### config.mk
export PLATFORM = sky130hd
export DESIGN_NAME = mgs_gang_sync
export DESIGN_NICKNAME = d
export VERILOG_FILES = /design/src/common/mgs_pkg.sv /design/src/rtl/mgs_gang_sync.sv /design/src/rtl/mgs_sync2.sv
export SDC_FILE = /design/constraint.sdc
export NUM_CORES = 1
export LEC_CHECK = 0
export BUFFER_PORTS_ARGS = -buffer_cell sky130_fd_sc_hd__clkbuf_2
export CORE_MARGIN = 2
export CORE_UTILIZATION = 39
export CTS_CLUSTER_SIZE = 24
export DETAILED_ROUTE_END_ITERATION = 8
export MAX_ROUTING_LAYER = met4
export PLACE_DENSITY = 0.85
export SLEW_MARGIN = 20
export SYNTH_ARGS = -nofsm -noshare
export SYNTH_HDL_FRONTEND = slang
export SYNTH_HIERARCHICAL = 1
export SYNTH_SLANG_ARGS = --single-unit
### constraint.sdc
create_clock -name clk -period 1.7 [get_ports clk]
set_clock_uncertainty 0.2 [all_clocks]
set_input_delay 0.51 -clock clk [delete_from_list [all_inputs] [get_ports clk]]
set_output_delay 0.51 -clock clk [all_outputs]
set_load 0.02 [all_outputs]
### src/common/mgs_pkg.sv
// package: constants for the gang synchronisation block
package mgs_pkg;
	// ------------------------------------------------------------
	// register byte offsets (apb, one word each)
	// ------------------------------------------------------------
	localparam logic [7:0] MGS_MAIN_CTRL_OFS = 8'h00;
	localparam logic [7:0] MGS_OP_STATUS_OFS = 8'h04;
	localparam logic [7:0] MGS_CAL_CTRL_OFS = 8'h08;
	// ------------------------------------------------------------
	// main control register fields
	// ------------------------------------------------------------
	localparam int MGS_CONV_EN_BIT = 0;
	localparam int MGS_POWER_EN_BIT = 1;
	localparam int MGS_GANG_BIT = 4;
	localparam int MGS_MASTER_BIT = 5;
	localparam logic [31:0] MGS_MAIN_CTRL_MASK = 32'h0000_0033;
	localparam logic [31:0] MGS_MAIN_CTRL_RST = 32'h0000_0000;
	// ------------------------------------------------------------
	// status fields
	// ------------------------------------------------------------
	localparam int MGS_LOCK_BIT = 0;
	localparam int MGS_RUN_BIT = 1;
	localparam int MGS_SYNCED_BIT = 2;
	localparam int MGS_MISSED_BIT = 3;
	localparam int MGS_IS_MASTER_BIT = 4;
	// ------------------------------------------------------------
	// calibration routing control fields
	// ------------------------------------------------------------
	localparam int MGS_CAL_OUT_BIT = 0;
	localparam int MGS_CAL_EXT_BIT = 1;
	localparam logic [31:0] MGS_CAL_CTRL_MASK = 32'h0000_0003;
	// ------------------------------------------------------------
	// timing: sync pulse width in ns, derived cycles at 250 mhz
	// ------------------------------------------------------------
	localparam int MGS_CLK_MHZ = 250;
	localparam int MGS_SYNC_PULSE_NS = 40;
	localparam int MGS_SYNC_CYC = (MGS_SYNC_PULSE_NS * MGS_CLK_MHZ) / 1000;
	localparam logic [3:0] MGS_SYNC_CYC_W = 4'(MGS_SYNC_CYC);
	// conversion states
	typedef enum logic [1:0] {
		MGS_IDLE,
		MGS_ARMED,
		MGS_RUN
	} mgs_state_e;
endpackage : mgs_pkg

### src/rtl/mgs_gang_sync.sv
// gang mode master/slave coordination with apb registers
`timescale 1ns/1ns
module mgs_gang_sync
	import mgs_pkg::*;
#(
	parameter bit SLAVE_ONLY = 1'b0 // expansion-only variant
) (
	// clock and reset
	input wire logic clk,
	input wire logic reset_n,
	// apb slave
	input wire logic psel,
	input wire logic penable,
	input wire logic pwrite,
	input wire logic [7:0] paddr,
	input wire logic [31:0] pwdata,
	output logic [31:0] prdata,
	output logic pready,
	output logic pslverr,
	// analog core status and control
	input wire logic pll_lock,
	output logic power_en,
	output logic conv_start,
	output logic conv_run,
	// conversion sync pin
	input wire logic sync_in,
	output logic sync_out,
	output logic sync_oe,
	// shared clock pin
	output logic clk_io_oe,
	// calibration dac pin
	output logic cal_io_oe,
	output logic cal_ext_sel
);
	import mgs_pkg::*;

	// ------------------------------------------------------------
	// registers and synchronised inputs
	// ------------------------------------------------------------
	logic [31:0] ctrl_r, ctrl_nxt; // main control register
	logic [31:0] cal_r, cal_nxt; // calibration routing control
	logic [31:0] prdata_nxt;
	logic missed_r, missed_nxt; // sync arrived while unlocked
	logic synced_r, synced_nxt; // slave aligned to master
	logic sync_q_r, sync_q_nxt; // previous synced sync level
	logic [3:0] pcnt_r, pcnt_nxt; // sync pulse width counter
	mgs_state_e st_r, st_nxt;
	logic sync_s, lock_s; // pin inputs after two flops
	logic is_master, gang_on, conv_en, wr, rd, sync_rise;

	mgs_sync2 u_sync (
		.clk(clk),
		.reset_n(reset_n),
		.din(sync_in),
		.dout(sync_s)
	);
	mgs_sync2 u_lock (
		.clk(clk),
		.reset_n(reset_n),
		.din(pll_lock),
		.dout(lock_s)
	);

	// role select, forced slave on expansion variant
	assign is_master = ctrl_r[MGS_MASTER_BIT] & ~SLAVE_ONLY;
	// gang enable gates the sync and clock pin functions
	assign gang_on = ctrl_r[MGS_GANG_BIT];
	assign conv_en = ctrl_r[MGS_CONV_EN_BIT];
	assign power_en = ctrl_r[MGS_POWER_EN_BIT];
	assign wr = psel & penable & pwrite;
	assign rd = psel & ~penable & ~pwrite;
	assign sync_rise = sync_s & ~sync_q_r;
	assign pready = 1'b1; // zero wait states
	assign pslverr = 1'b0;

	// ------------------------------------------------------------
	// register writes and read data
	// ------------------------------------------------------------
	always_comb begin
		ctrl_nxt = ctrl_r;
		cal_nxt = cal_r;
		prdata_nxt = prdata;
		// decode write address
		if (wr && paddr == MGS_MAIN_CTRL_OFS) begin
			ctrl_nxt = pwdata & MGS_MAIN_CTRL_MASK;
		end else if (wr && paddr == MGS_CAL_CTRL_OFS) begin
			cal_nxt = pwdata & MGS_CAL_CTRL_MASK;
		end
		// read data is latched in setup, stable for the access phase
		if (rd) begin
			if (paddr == MGS_MAIN_CTRL_OFS) begin
				prdata_nxt = ctrl_r;
			end else if (paddr == MGS_OP_STATUS_OFS) begin
				prdata_nxt = '0;
				prdata_nxt[MGS_LOCK_BIT] = lock_s;
				prdata_nxt[MGS_RUN_BIT] = conv_run;
				prdata_nxt[MGS_SYNCED_BIT] = synced_r;
				prdata_nxt[MGS_MISSED_BIT] = missed_r;
				prdata_nxt[MGS_IS_MASTER_BIT] = is_master;
			end else if (paddr == MGS_CAL_CTRL_OFS) begin
				prdata_nxt = cal_r;
			end else begin
				// unmapped reads return zero
				prdata_nxt = '0;
			end
		end
	end

	always_ff @(posedge clk or negedge reset_n) begin
		if (!reset_n) begin
			ctrl_r <= MGS_MAIN_CTRL_RST;
			cal_r <= '0;
			prdata <= '0;
		end else begin
			ctrl_r <= ctrl_nxt;
			cal_r <= cal_nxt;
			prdata <= prdata_nxt;
		end
	end

	// ------------------------------------------------------------
	// conversion sequencing and sync generation
	// ------------------------------------------------------------
	// a master fires once per start; clearing conversion re-arms it
	always_comb begin
		st_nxt = st_r;
		pcnt_nxt = pcnt_r;
		synced_nxt = synced_r;
		missed_nxt = missed_r;
		sync_q_nxt = sync_s;
		conv_start = 1'b0;
		if (pcnt_r != 4'h0) begin
			pcnt_nxt = pcnt_r - 4'h1;
		end
		case (st_r)
			MGS_IDLE: begin
				synced_nxt = 1'b0;
				if (conv_en && gang_on && !is_master) begin
					st_nxt = MGS_ARMED;
				end else if (conv_en) begin
					// ganged master start fires one sync pulse
					st_nxt = MGS_RUN;
					conv_start = 1'b1;
					if (gang_on) begin
						pcnt_nxt = MGS_SYNC_CYC_W;
					end
				end
			end
			MGS_ARMED: begin
				if (!conv_en || !gang_on || is_master) begin
					st_nxt = MGS_IDLE;
				end else if (sync_rise && !lock_s) begin
					missed_nxt = 1'b1;
				// slave aligns start to master sync
				end else if (sync_rise) begin
					st_nxt = MGS_RUN;
					conv_start = 1'b1;
					synced_nxt = 1'b1;
				end
			end
			MGS_RUN: begin
				if (!conv_en) begin
					st_nxt = MGS_IDLE;
					pcnt_nxt = 4'h0;
				end
			end
			default: st_nxt = MGS_IDLE;
		endcase
		// leaving gang cuts a standing pulse
		if (!gang_on) begin
			pcnt_nxt = 4'h0;
		end
		// a fresh write of the control register clears the miss flag
		if (wr && paddr == MGS_MAIN_CTRL_OFS) begin
			missed_nxt = 1'b0;
			if (st_r == MGS_ARMED && sync_rise && !lock_s) begin
				missed_nxt = 1'b1; // set wins over clear
			end
		end
	end

	always_ff @(posedge clk or negedge reset_n) begin
		if (!reset_n) begin
			st_r <= MGS_IDLE;
			pcnt_r <= 4'h0;
			synced_r <= 1'b0;
			missed_r <= 1'b0;
			sync_q_r <= 1'b0;
		end else begin
			st_r <= st_nxt;
			pcnt_r <= pcnt_nxt;
			synced_r <= synced_nxt;
			missed_r <= missed_nxt;
			sync_q_r <= sync_q_nxt;
		end
	end

	assign conv_run = (st_r == MGS_RUN);

	// ------------------------------------------------------------
	// pin direction control
	// ------------------------------------------------------------
	// master drives sync only in gang mode
	assign sync_oe = gang_on & is_master;
	// sync active high for the pulse width, dropped at once without gang
	assign sync_out = gang_on & (pcnt_r != 4'h0);
	// clock pin driven by gang master only
	assign clk_io_oe = gang_on & is_master;
	assign cal_io_oe = is_master & cal_r[MGS_CAL_OUT_BIT];
	assign cal_ext_sel = ~is_master & cal_r[MGS_CAL_EXT_BIT];

	// ------------------------------------------------------------
	// check helper: width of the standing sync pulse
	// ------------------------------------------------------------
	logic [3:0] hi_cnt_r, hi_cnt_nxt; // cycles sync_out has stood high
	// a small counter keeps the width check cheap for long pulses
	always_comb begin
		hi_cnt_nxt = 4'h0;
		// saturate so a stuck pin cannot wrap back to a legal width
		if (sync_out && hi_cnt_r != 4'hf) begin
			hi_cnt_nxt = hi_cnt_r + 4'h1;
		end else if (sync_out) begin
			hi_cnt_nxt = hi_cnt_r;
		end
	end
	// helper register
	always_ff @(posedge clk or negedge reset_n) begin
		if (!reset_n) begin
			hi_cnt_r <= 4'h0;
		end else begin
			hi_cnt_r <= hi_cnt_nxt;
		end
	end
endmodule : mgs_gang_sync

### src/rtl/mgs_sync2.sv
// two flip-flop synchroniser for pin inputs
`timescale 1ns/1ns
module mgs_sync2 (
	// clock and reset
	input wire logic clk,
	input wire logic reset_n,
	// asynchronous level in, synchronised level out
	input wire logic din,
	output logic dout
);
	logic meta_r; // first stage, read only by the second
	// ------------------------------------------------------------
	// two-stage capture
	// ------------------------------------------------------------
	always_ff @(posedge clk or negedge reset_n) begin
		if (!reset_n) begin
			meta_r <= 1'b0;
			dout <= 1'b0;
		end else begin
			meta_r <= din;
			dout <= meta_r;
		end
	end
endmodule : mgs_sync2

==> results by group, run 1 <==
Logic synthesis
  – Syn avg cell area: 9.718 um^2
  – Seq/Total Area, Yosys: 42.92%
  – Yosys top cell area share: 42.92%
  – Netlist Area Pre-Place: 1458 um^2
  – Synthesized flop and latch total: 25
  – Leading post-synthesis cells by cell area: dfrtp_1, buf_4, mux2_2
  – Cell count after synthesis: 150
  – Synth area leader: dfrtp_1
  – Yosys cell types: 35
  – Synth warn: 6

Clocking
  – Hold_buf cts: 0
  – CTS max path bufs: 2
  – Clk_lat worst skew: 270 ps
  – CTS tree: yes
  – Inserted Clock Buffers: 3
  – H-tree Lvls: 1
  – Reg clk slew, reported paths: 90 ps
  – Clock Tree Root: clkbuf_8
  – Clk sinks: 25

Floorplan
  – Rows: 22
  – Core ar.: 3633 um^2
  – Initial Utilization: 40.12%
  – IO Pins: 89
  – Die ar.: 4243 um^2
  – DIE HEIGHT: 65.14 um
  – Die extent in x: 65.14 um

Timing
  – Hold Slack: 6.906 ps
  – Max-slew violations: 0
  – Final setup vio count: 8
  – Fmax: 488.5 MHz
  – RSZ-0062 raised after global routing: yes
  – Fin. Hold Viols: 0
  – Min setup slack post-route: -347.1 ps
  – Tmin final: 2047 ps
  – Final Cycle Share: 120.4%
  – Setup TNS: -1267 ps

Place
  – Setup WS pre-CTS: -240.8 ps
  – Port Buffers: 32
  – Dpl hpwl: 2169 um
  – GP Congestion: 0.8294

Route
  – DR DRC count: 0
  – Routed Antenna Nets: 0
  – Iter 0 DRT Violations: 31
  – Vias: 1248
  – Avg WL per Cell: 11.78 um
  – DRT Wirelength: 3180 um
  – Initial DRT Pass Iterations: 4
  – Vias per cell: 4.622

GRT
  – Initial antenna violation count: 0
  – First-pass GRT wire length: 4926 um
  – Global route overflow: 0
  – GRT Util Overall: 15.34%
  – Vias in the first global route: 1142
  – Pin count of the biggest net entering global routing: 26

Finish
  – # diodes: 0
  – Most frequent cells in the layout: buf_4, conb_1, clkbuf_2
  – Filler cells: 311
  – Area delta synth->final: 41.63%
  – Share of layout cells above drive strength 1: 46.85%
  – NumNets Final: 271
  – Most common cell after layout, fill and taps aside: buf_4
  – Final design utilization: 56.82%

Status
  – Outcome: complete, but fails checks
  – Violated checks: setup timing

Setup path
  – Launching point of the worst reg2reg path: pcnt_r[0]
  – Startpoint types: register
  – Critical Path Source: pcnt_r[0]
  – Req. time, crit path: 990 ps
  – Crit path DAT: 1340 ps
  – Crit Path Category: reg -> out
  – Crit-path max FO: 2
  – Crit path capture type: primary output

Pwr
  – Worst IR Drop VDD: 436.7 uV
  – PnR Total Power: 1128 uW
  – Leak: 0.001024 uW
  – Power density cells: 546.2 nW/um^2

Worst hold path
  – Worst hold path type: in -> async

Job
  – Max_cap viols: 0
## cells in the mapped netlist (all sizes together)
cell	count
buf	30
dfrtp	25
nand2	14
nor2	14
mux2	8
o21ai	7
inv	6
a21oi	5
nor2b	4
clkbuf	3
a2111oi	2
a31oi	2
and2	2
and3	2
conb	2
mux2i	2
nand3	2
nand3b	2
nor3	2
nor3b	2
nor4	2
o31ai	2
o41ai	2
a21o	1
ha	1
nand2b	1
nand4	1
nand4b	1
o21a	1
o311a	1
xnor2	1
## critical path, cell delays in order, from the launching register on
cell and delay, ps:
dfrtp_1 410, inv_2 90, ha_4 130, nor3b_4 230, nor2b_2 70, clkbuf_8 150
## kinds of logic (layout without fill, tap and decap cells)
| family | Yosys count | after routing | synth area share, % |
|---|---|---|---|
| AND/OR/NAND/NOR | 49 | 49 | 19.40 |
| multiplexers | 10 | 10 | 7.554 |
| AO/OA/AOI/OAI | 23 | 23 | 10.56 |
| buffers and inverters | 39 | 85 | 17.60 |
| other | 2 | 28 | 0.5152 |
| adder cells (fa/ha/maj) | 1 | 1 | 0.8582 |
| flip-flops | 25 | 25 | 42.92 |
| XOR/XNOR | 1 | 1 | 0.6010 |
## state kept, by name (all words and copies together), names as in the netlist
name,flops
missed_r,1
pcnt_r,4
cal_r,2
u_sync/meta_r,1
synced_r,1
u_lock/meta_r,1
u_sync/dout,1
sync_q_r,1
ctrl_r,4
prdata,6
u_lock/dout,1
st_r,2
## metrics by stage
step	instance area, um^2	std cells
detailed placement	1764	248
floorplan	1579	176
CTS	1987	265
finish	2064	270
global placement	1764	248
global route	2064	270
## report_power, final
part	switching [uW]	total, uW	leakage, uW	internal, uW
registers	5.11	609	0.000331	604
logic	111	160	0.000670	48.3
clock network	191	359	0.0000228	168
total	308	1130	0.00102	820
## routing by layer
metal  part of all wire [%]  GRT usage (%)  wire (um)
met3                    6.0          3.082        190
met2                     52          26.93       1662
met4                    1.5          5.990         48
met1                     40          17.28       1278
met5                      0              -          0
## path summary, 6_finish.rpt
kind                                  to  slack, ps  depth (start not counted)
setup / recovery                sync_out       -350                          5
hold / removal                 ctrl_r[0]          7                          2
setup reg to reg               pcnt_r[1]        -90                          7
hold reg to reg              u_sync/dout        160                          0
max in group asynchronous        st_r[1]       1020                          2
min in group clk           u_sync/meta_r        140                          1
## repair_timing
item | in CTS | in global routing
buffers inserted | 15 | 11
pin swaps | 6 | 7
resized for setup | 17 | 15
endpoints found under the setup margin | 8 | 14
## final cells by class
class                   count  area, um^2  share of cell area (%)
multi-input cells         112       752.0                   36.42
flip-flops and latches     25       626.9                   30.36
well taps                  48       60.06                   2.909
inverters                   6       22.52                   1.091
repair buffers             75       558.0                   27.03
clock buffers               4       45.04                   2.182
(Power assumes the default switching activity.)
==> run 2: changes to the inputs <==
--- a/config.mk
+++ b/config.mk
@@ -13,4 +13,5 @@
 export MAX_ROUTING_LAYER = met4
 export PLACE_DENSITY = 0.85
+export SKIP_LAST_GASP = 1
 export SLEW_MARGIN = 20
 export SYNTH_ARGS = -nofsm -noshare
==> constraint.sdc (replaced) <==
create_clock -name clk -period 1.7 [get_ports clk]
set_clock_uncertainty 0.2 [all_clocks]
set_input_delay 0.255 -clock clk [delete_from_list [all_inputs] [get_ports clk]]
set_output_delay 0.255 -clock clk [all_outputs]
set_load 0.02 [all_outputs]
==> run 2 against run 1 <==
Net effect:
- the run still ends with setup timing left
- core utilization fell by 6.3 points
- clock power fell by 3%
- critical path type unchanged
- combinational power fell by 13%
- first-iteration DRC count rose by 13%
- largest power group unchanged
- routed wire length fell by 2.6%
- hold slack improved by 9.6 ps
- final cell count fell by 7.0%
- global-route usage fell by 0.22 points
- sequential power barely moved
- fmax rose by 11%
==> results by group, run 2 (synthesized netlist as in run 1, its figures left out) <==
Setup path
  – Critical path's slowest cell: dfrtp_1
  – Crit path DAT: 1380 ps (+40 ps)
  – Crit path capture type: primary output
  – Crit Path Category: reg -> out
  – Critical Path Most Common Cell: buf_6
  – Crit-path max FO: 2 (unchanged)
  – Critical path cell sequence: inv_2 > ha_4 > nor3b_4 > buf_6 > nor2b_4 > buf_6
  – Startpoint types: register
  – Worst path top cell family by delay: flip-flops
  – Req. time, crit path: 1240 ps (+250 ps)
  – Worst path max stage delay: 400 ps (about the same)
  – Crit path buf inv count: 3 (+1)

Timing
  – Tmin final: 1838 ps (-209.3 ps)
  – Slew Limit Headroom: 59.74%
  – Min setup slack post-route: -137.8 ps (+209.3 ps)
  – Final setup vio count: 3 (-5)
  – RSZ-0062 raised after global routing: yes
  – Max-slew violations: 0 (unchanged)
  – Final Cycle Share: 108.1% (-12 points)
  – Hold Slack: 16.56 ps (+9.650 ps)
  – Fmax: 544.1 MHz (+11%)
  – Fin. Hold Viols: 0 (unchanged)
  – Slew @ Worst Pin: 603.8 ps

GRT
  – First-pass GRT wire length: 4919 um (-0.14%)
  – Global route overflow: 0 (unchanged)
  – Pin count of the biggest net entering global routing: 26 (unchanged)
  – GRT Util Overall: 15.12% (-0.22 points)
  – Vias in the first global route: 1112 (-2.6%)
  – Initial antenna violation count: 0 (unchanged)

Finish
  – Max reg flops: 6 (unchanged)
  – Final design utilization: 50.48% (-6.3 points)
  – Reg with most FFs: prdata
  – Most frequent cells in the layout: clkbuf_2, conb_1, dfrtp_1
  – Post-Layout Cell Count: 251 (-7.0%)
  – NumNets Final: 252 (-7.0%)
  – Top flop regs: prdata (6), ctrl_r (4), pcnt_r (4)
  – Most common cell after layout, fill and taps aside: clkbuf_2
  – Area delta synth->final: 25.84%
  – Filler cells: 372 (+20%)
  – # diodes: 0 (unchanged)
  – Share of layout cells above drive strength 1: 39.41% (-7.4 points)

Floorplan
  – Die extent in x: 65.14 um (unchanged)
  – IO Pins: 89 (unchanged)
  – DIE HEIGHT: 65.14 um (unchanged)
  – Die ar.: 4243 um^2 (unchanged)
  – Core ar.: 3633 um^2 (unchanged)
  – Rows: 22 (unchanged)
  – Initial Utilization: 40.12% (unchanged)

Route
  – Routed Antenna Nets: 0 (unchanged)
  – Avg WL per Cell: 12.34 um (+4.8%)
  – DR DRC count: 0 (unchanged)
  – DRT Wirelength: 3098 um (-2.6%)
  – Vias per cell: 4.721 (+2.1%)
  – Iter 0 DRT Violations: 35 (+13%)
  – Initial DRT Pass Iterations: 4 (unchanged)
  – Vias: 1185 (-5.0%)

Pwr
  – Worst IR Drop VDD: 605.3 uV (+39%)
  – Power density cells: 599.7 nW/um^2 (+9.8%)
  – PnR Total Power: 1100 uW (-2.5%)
  – Leak: 0.0008971 uW (-12%)

Clocking
  – Reg clk slew, reported paths: 80 ps (about the same)
  – Clk sinks: 25 (unchanged)
  – H-tree Lvls: 1 (unchanged)
  – Inserted Clock Buffers: 3 (unchanged)
  – Clock Tree Root: clkbuf_8
  – CTS max path bufs: 2 (unchanged)
  – CTS tree: yes
  – Clk_lat worst skew: 270 ps (about the same)

Status
  – Outcome: complete, but fails checks
  – Violated checks: setup timing

Place
  – Inst Count DP: 232 (-6.5%)
  – GP Congestion: 0.8954 (+8.0%)
  – Dpl hpwl: 2086 um (-3.8%)
  – Port Buffers: 32 (unchanged)

Worst hold path
  – Worst hold path type: in -> reg

Job
  – Max_cap viols: 0 (unchanged)
[run 2: cell types whose count changed in the layout (fill, tap and decap cells not counted), sizes merged]
cell	before	now
clkbuf	34	33
clkinv	0	1
dlygate4sd3	0	3
buf	45	23
[run 2: layout make-up]
class	count	area, um^2	share of cell area [%]
clock buffers	3	41.29	2.251
multi-input cells	112	716.9	39.09
clock inverters	1	5.005	0.2729
repair buffers	56	360.3	19.65
inverters	6	22.52	1.228
well taps	48	60.06	3.274
flip-flops and latches	25	628.1	34.24
[run 2: metrics by stage]
step           setup TNS (ps)  instance area (um^2)  worst slack [ps]
2_1_floorplan               0                  1567             2.531
5_1_grt                -479.9                  1834            -215.0
6_report               -218.7                  1834            -137.8
3_5_place_dp                0                  1620             4.308
3_3_place_gp                0                  1620             36.40
4_1_cts                -231.2                  1792            -160.1
[run 2: final timing paths]
kind                          startpoint     endpoint  slack (ps)  depth (start not counted)
hold reg to reg            u_sync/meta_r  u_sync/dout         160                          0
hold / removal                 pwdata[4]    ctrl_r[4]          20                          2
setup reg to reg               pcnt_r[0]    pcnt_r[1]         -70                          7
min in group asynchronous        reset_n     cal_r[1]         330                          2
setup / recovery               pcnt_r[0]     sync_out        -140                          6
max in group asynchronous        reset_n      st_r[0]         550                          2
[run 2: repair_timing]
| item | CTS | global route |
|---|---|---|
| hold buffers | 3 | 0 |
| endpoints found under the hold margin | 27 | 0 |
| pin swaps | 3 | 2 |
| setup endpoints to repair | 3 | 3 |
| gates resized for setup | 10 | 8 |
| setup buffers | 9 | 3 |
[run 2: routing by layer]
layer / part of all wire [%] / vias up / GRT usage, %
met5: 0 / - / -
met4: 0.065 / 0 / 3.125
met1: 38 / 571 / 16.85
li1: - / 558 / -
met3: 6.2 / 2 / 2.568
met2: 56 / 54 / 28.48
[run 2: report_power, final]
part	internal, uW	switching, uW	total (uW)
clock	164	186	350
sequential	604	6.13	610
combinational	35.3	105	140
total	803	297	1100
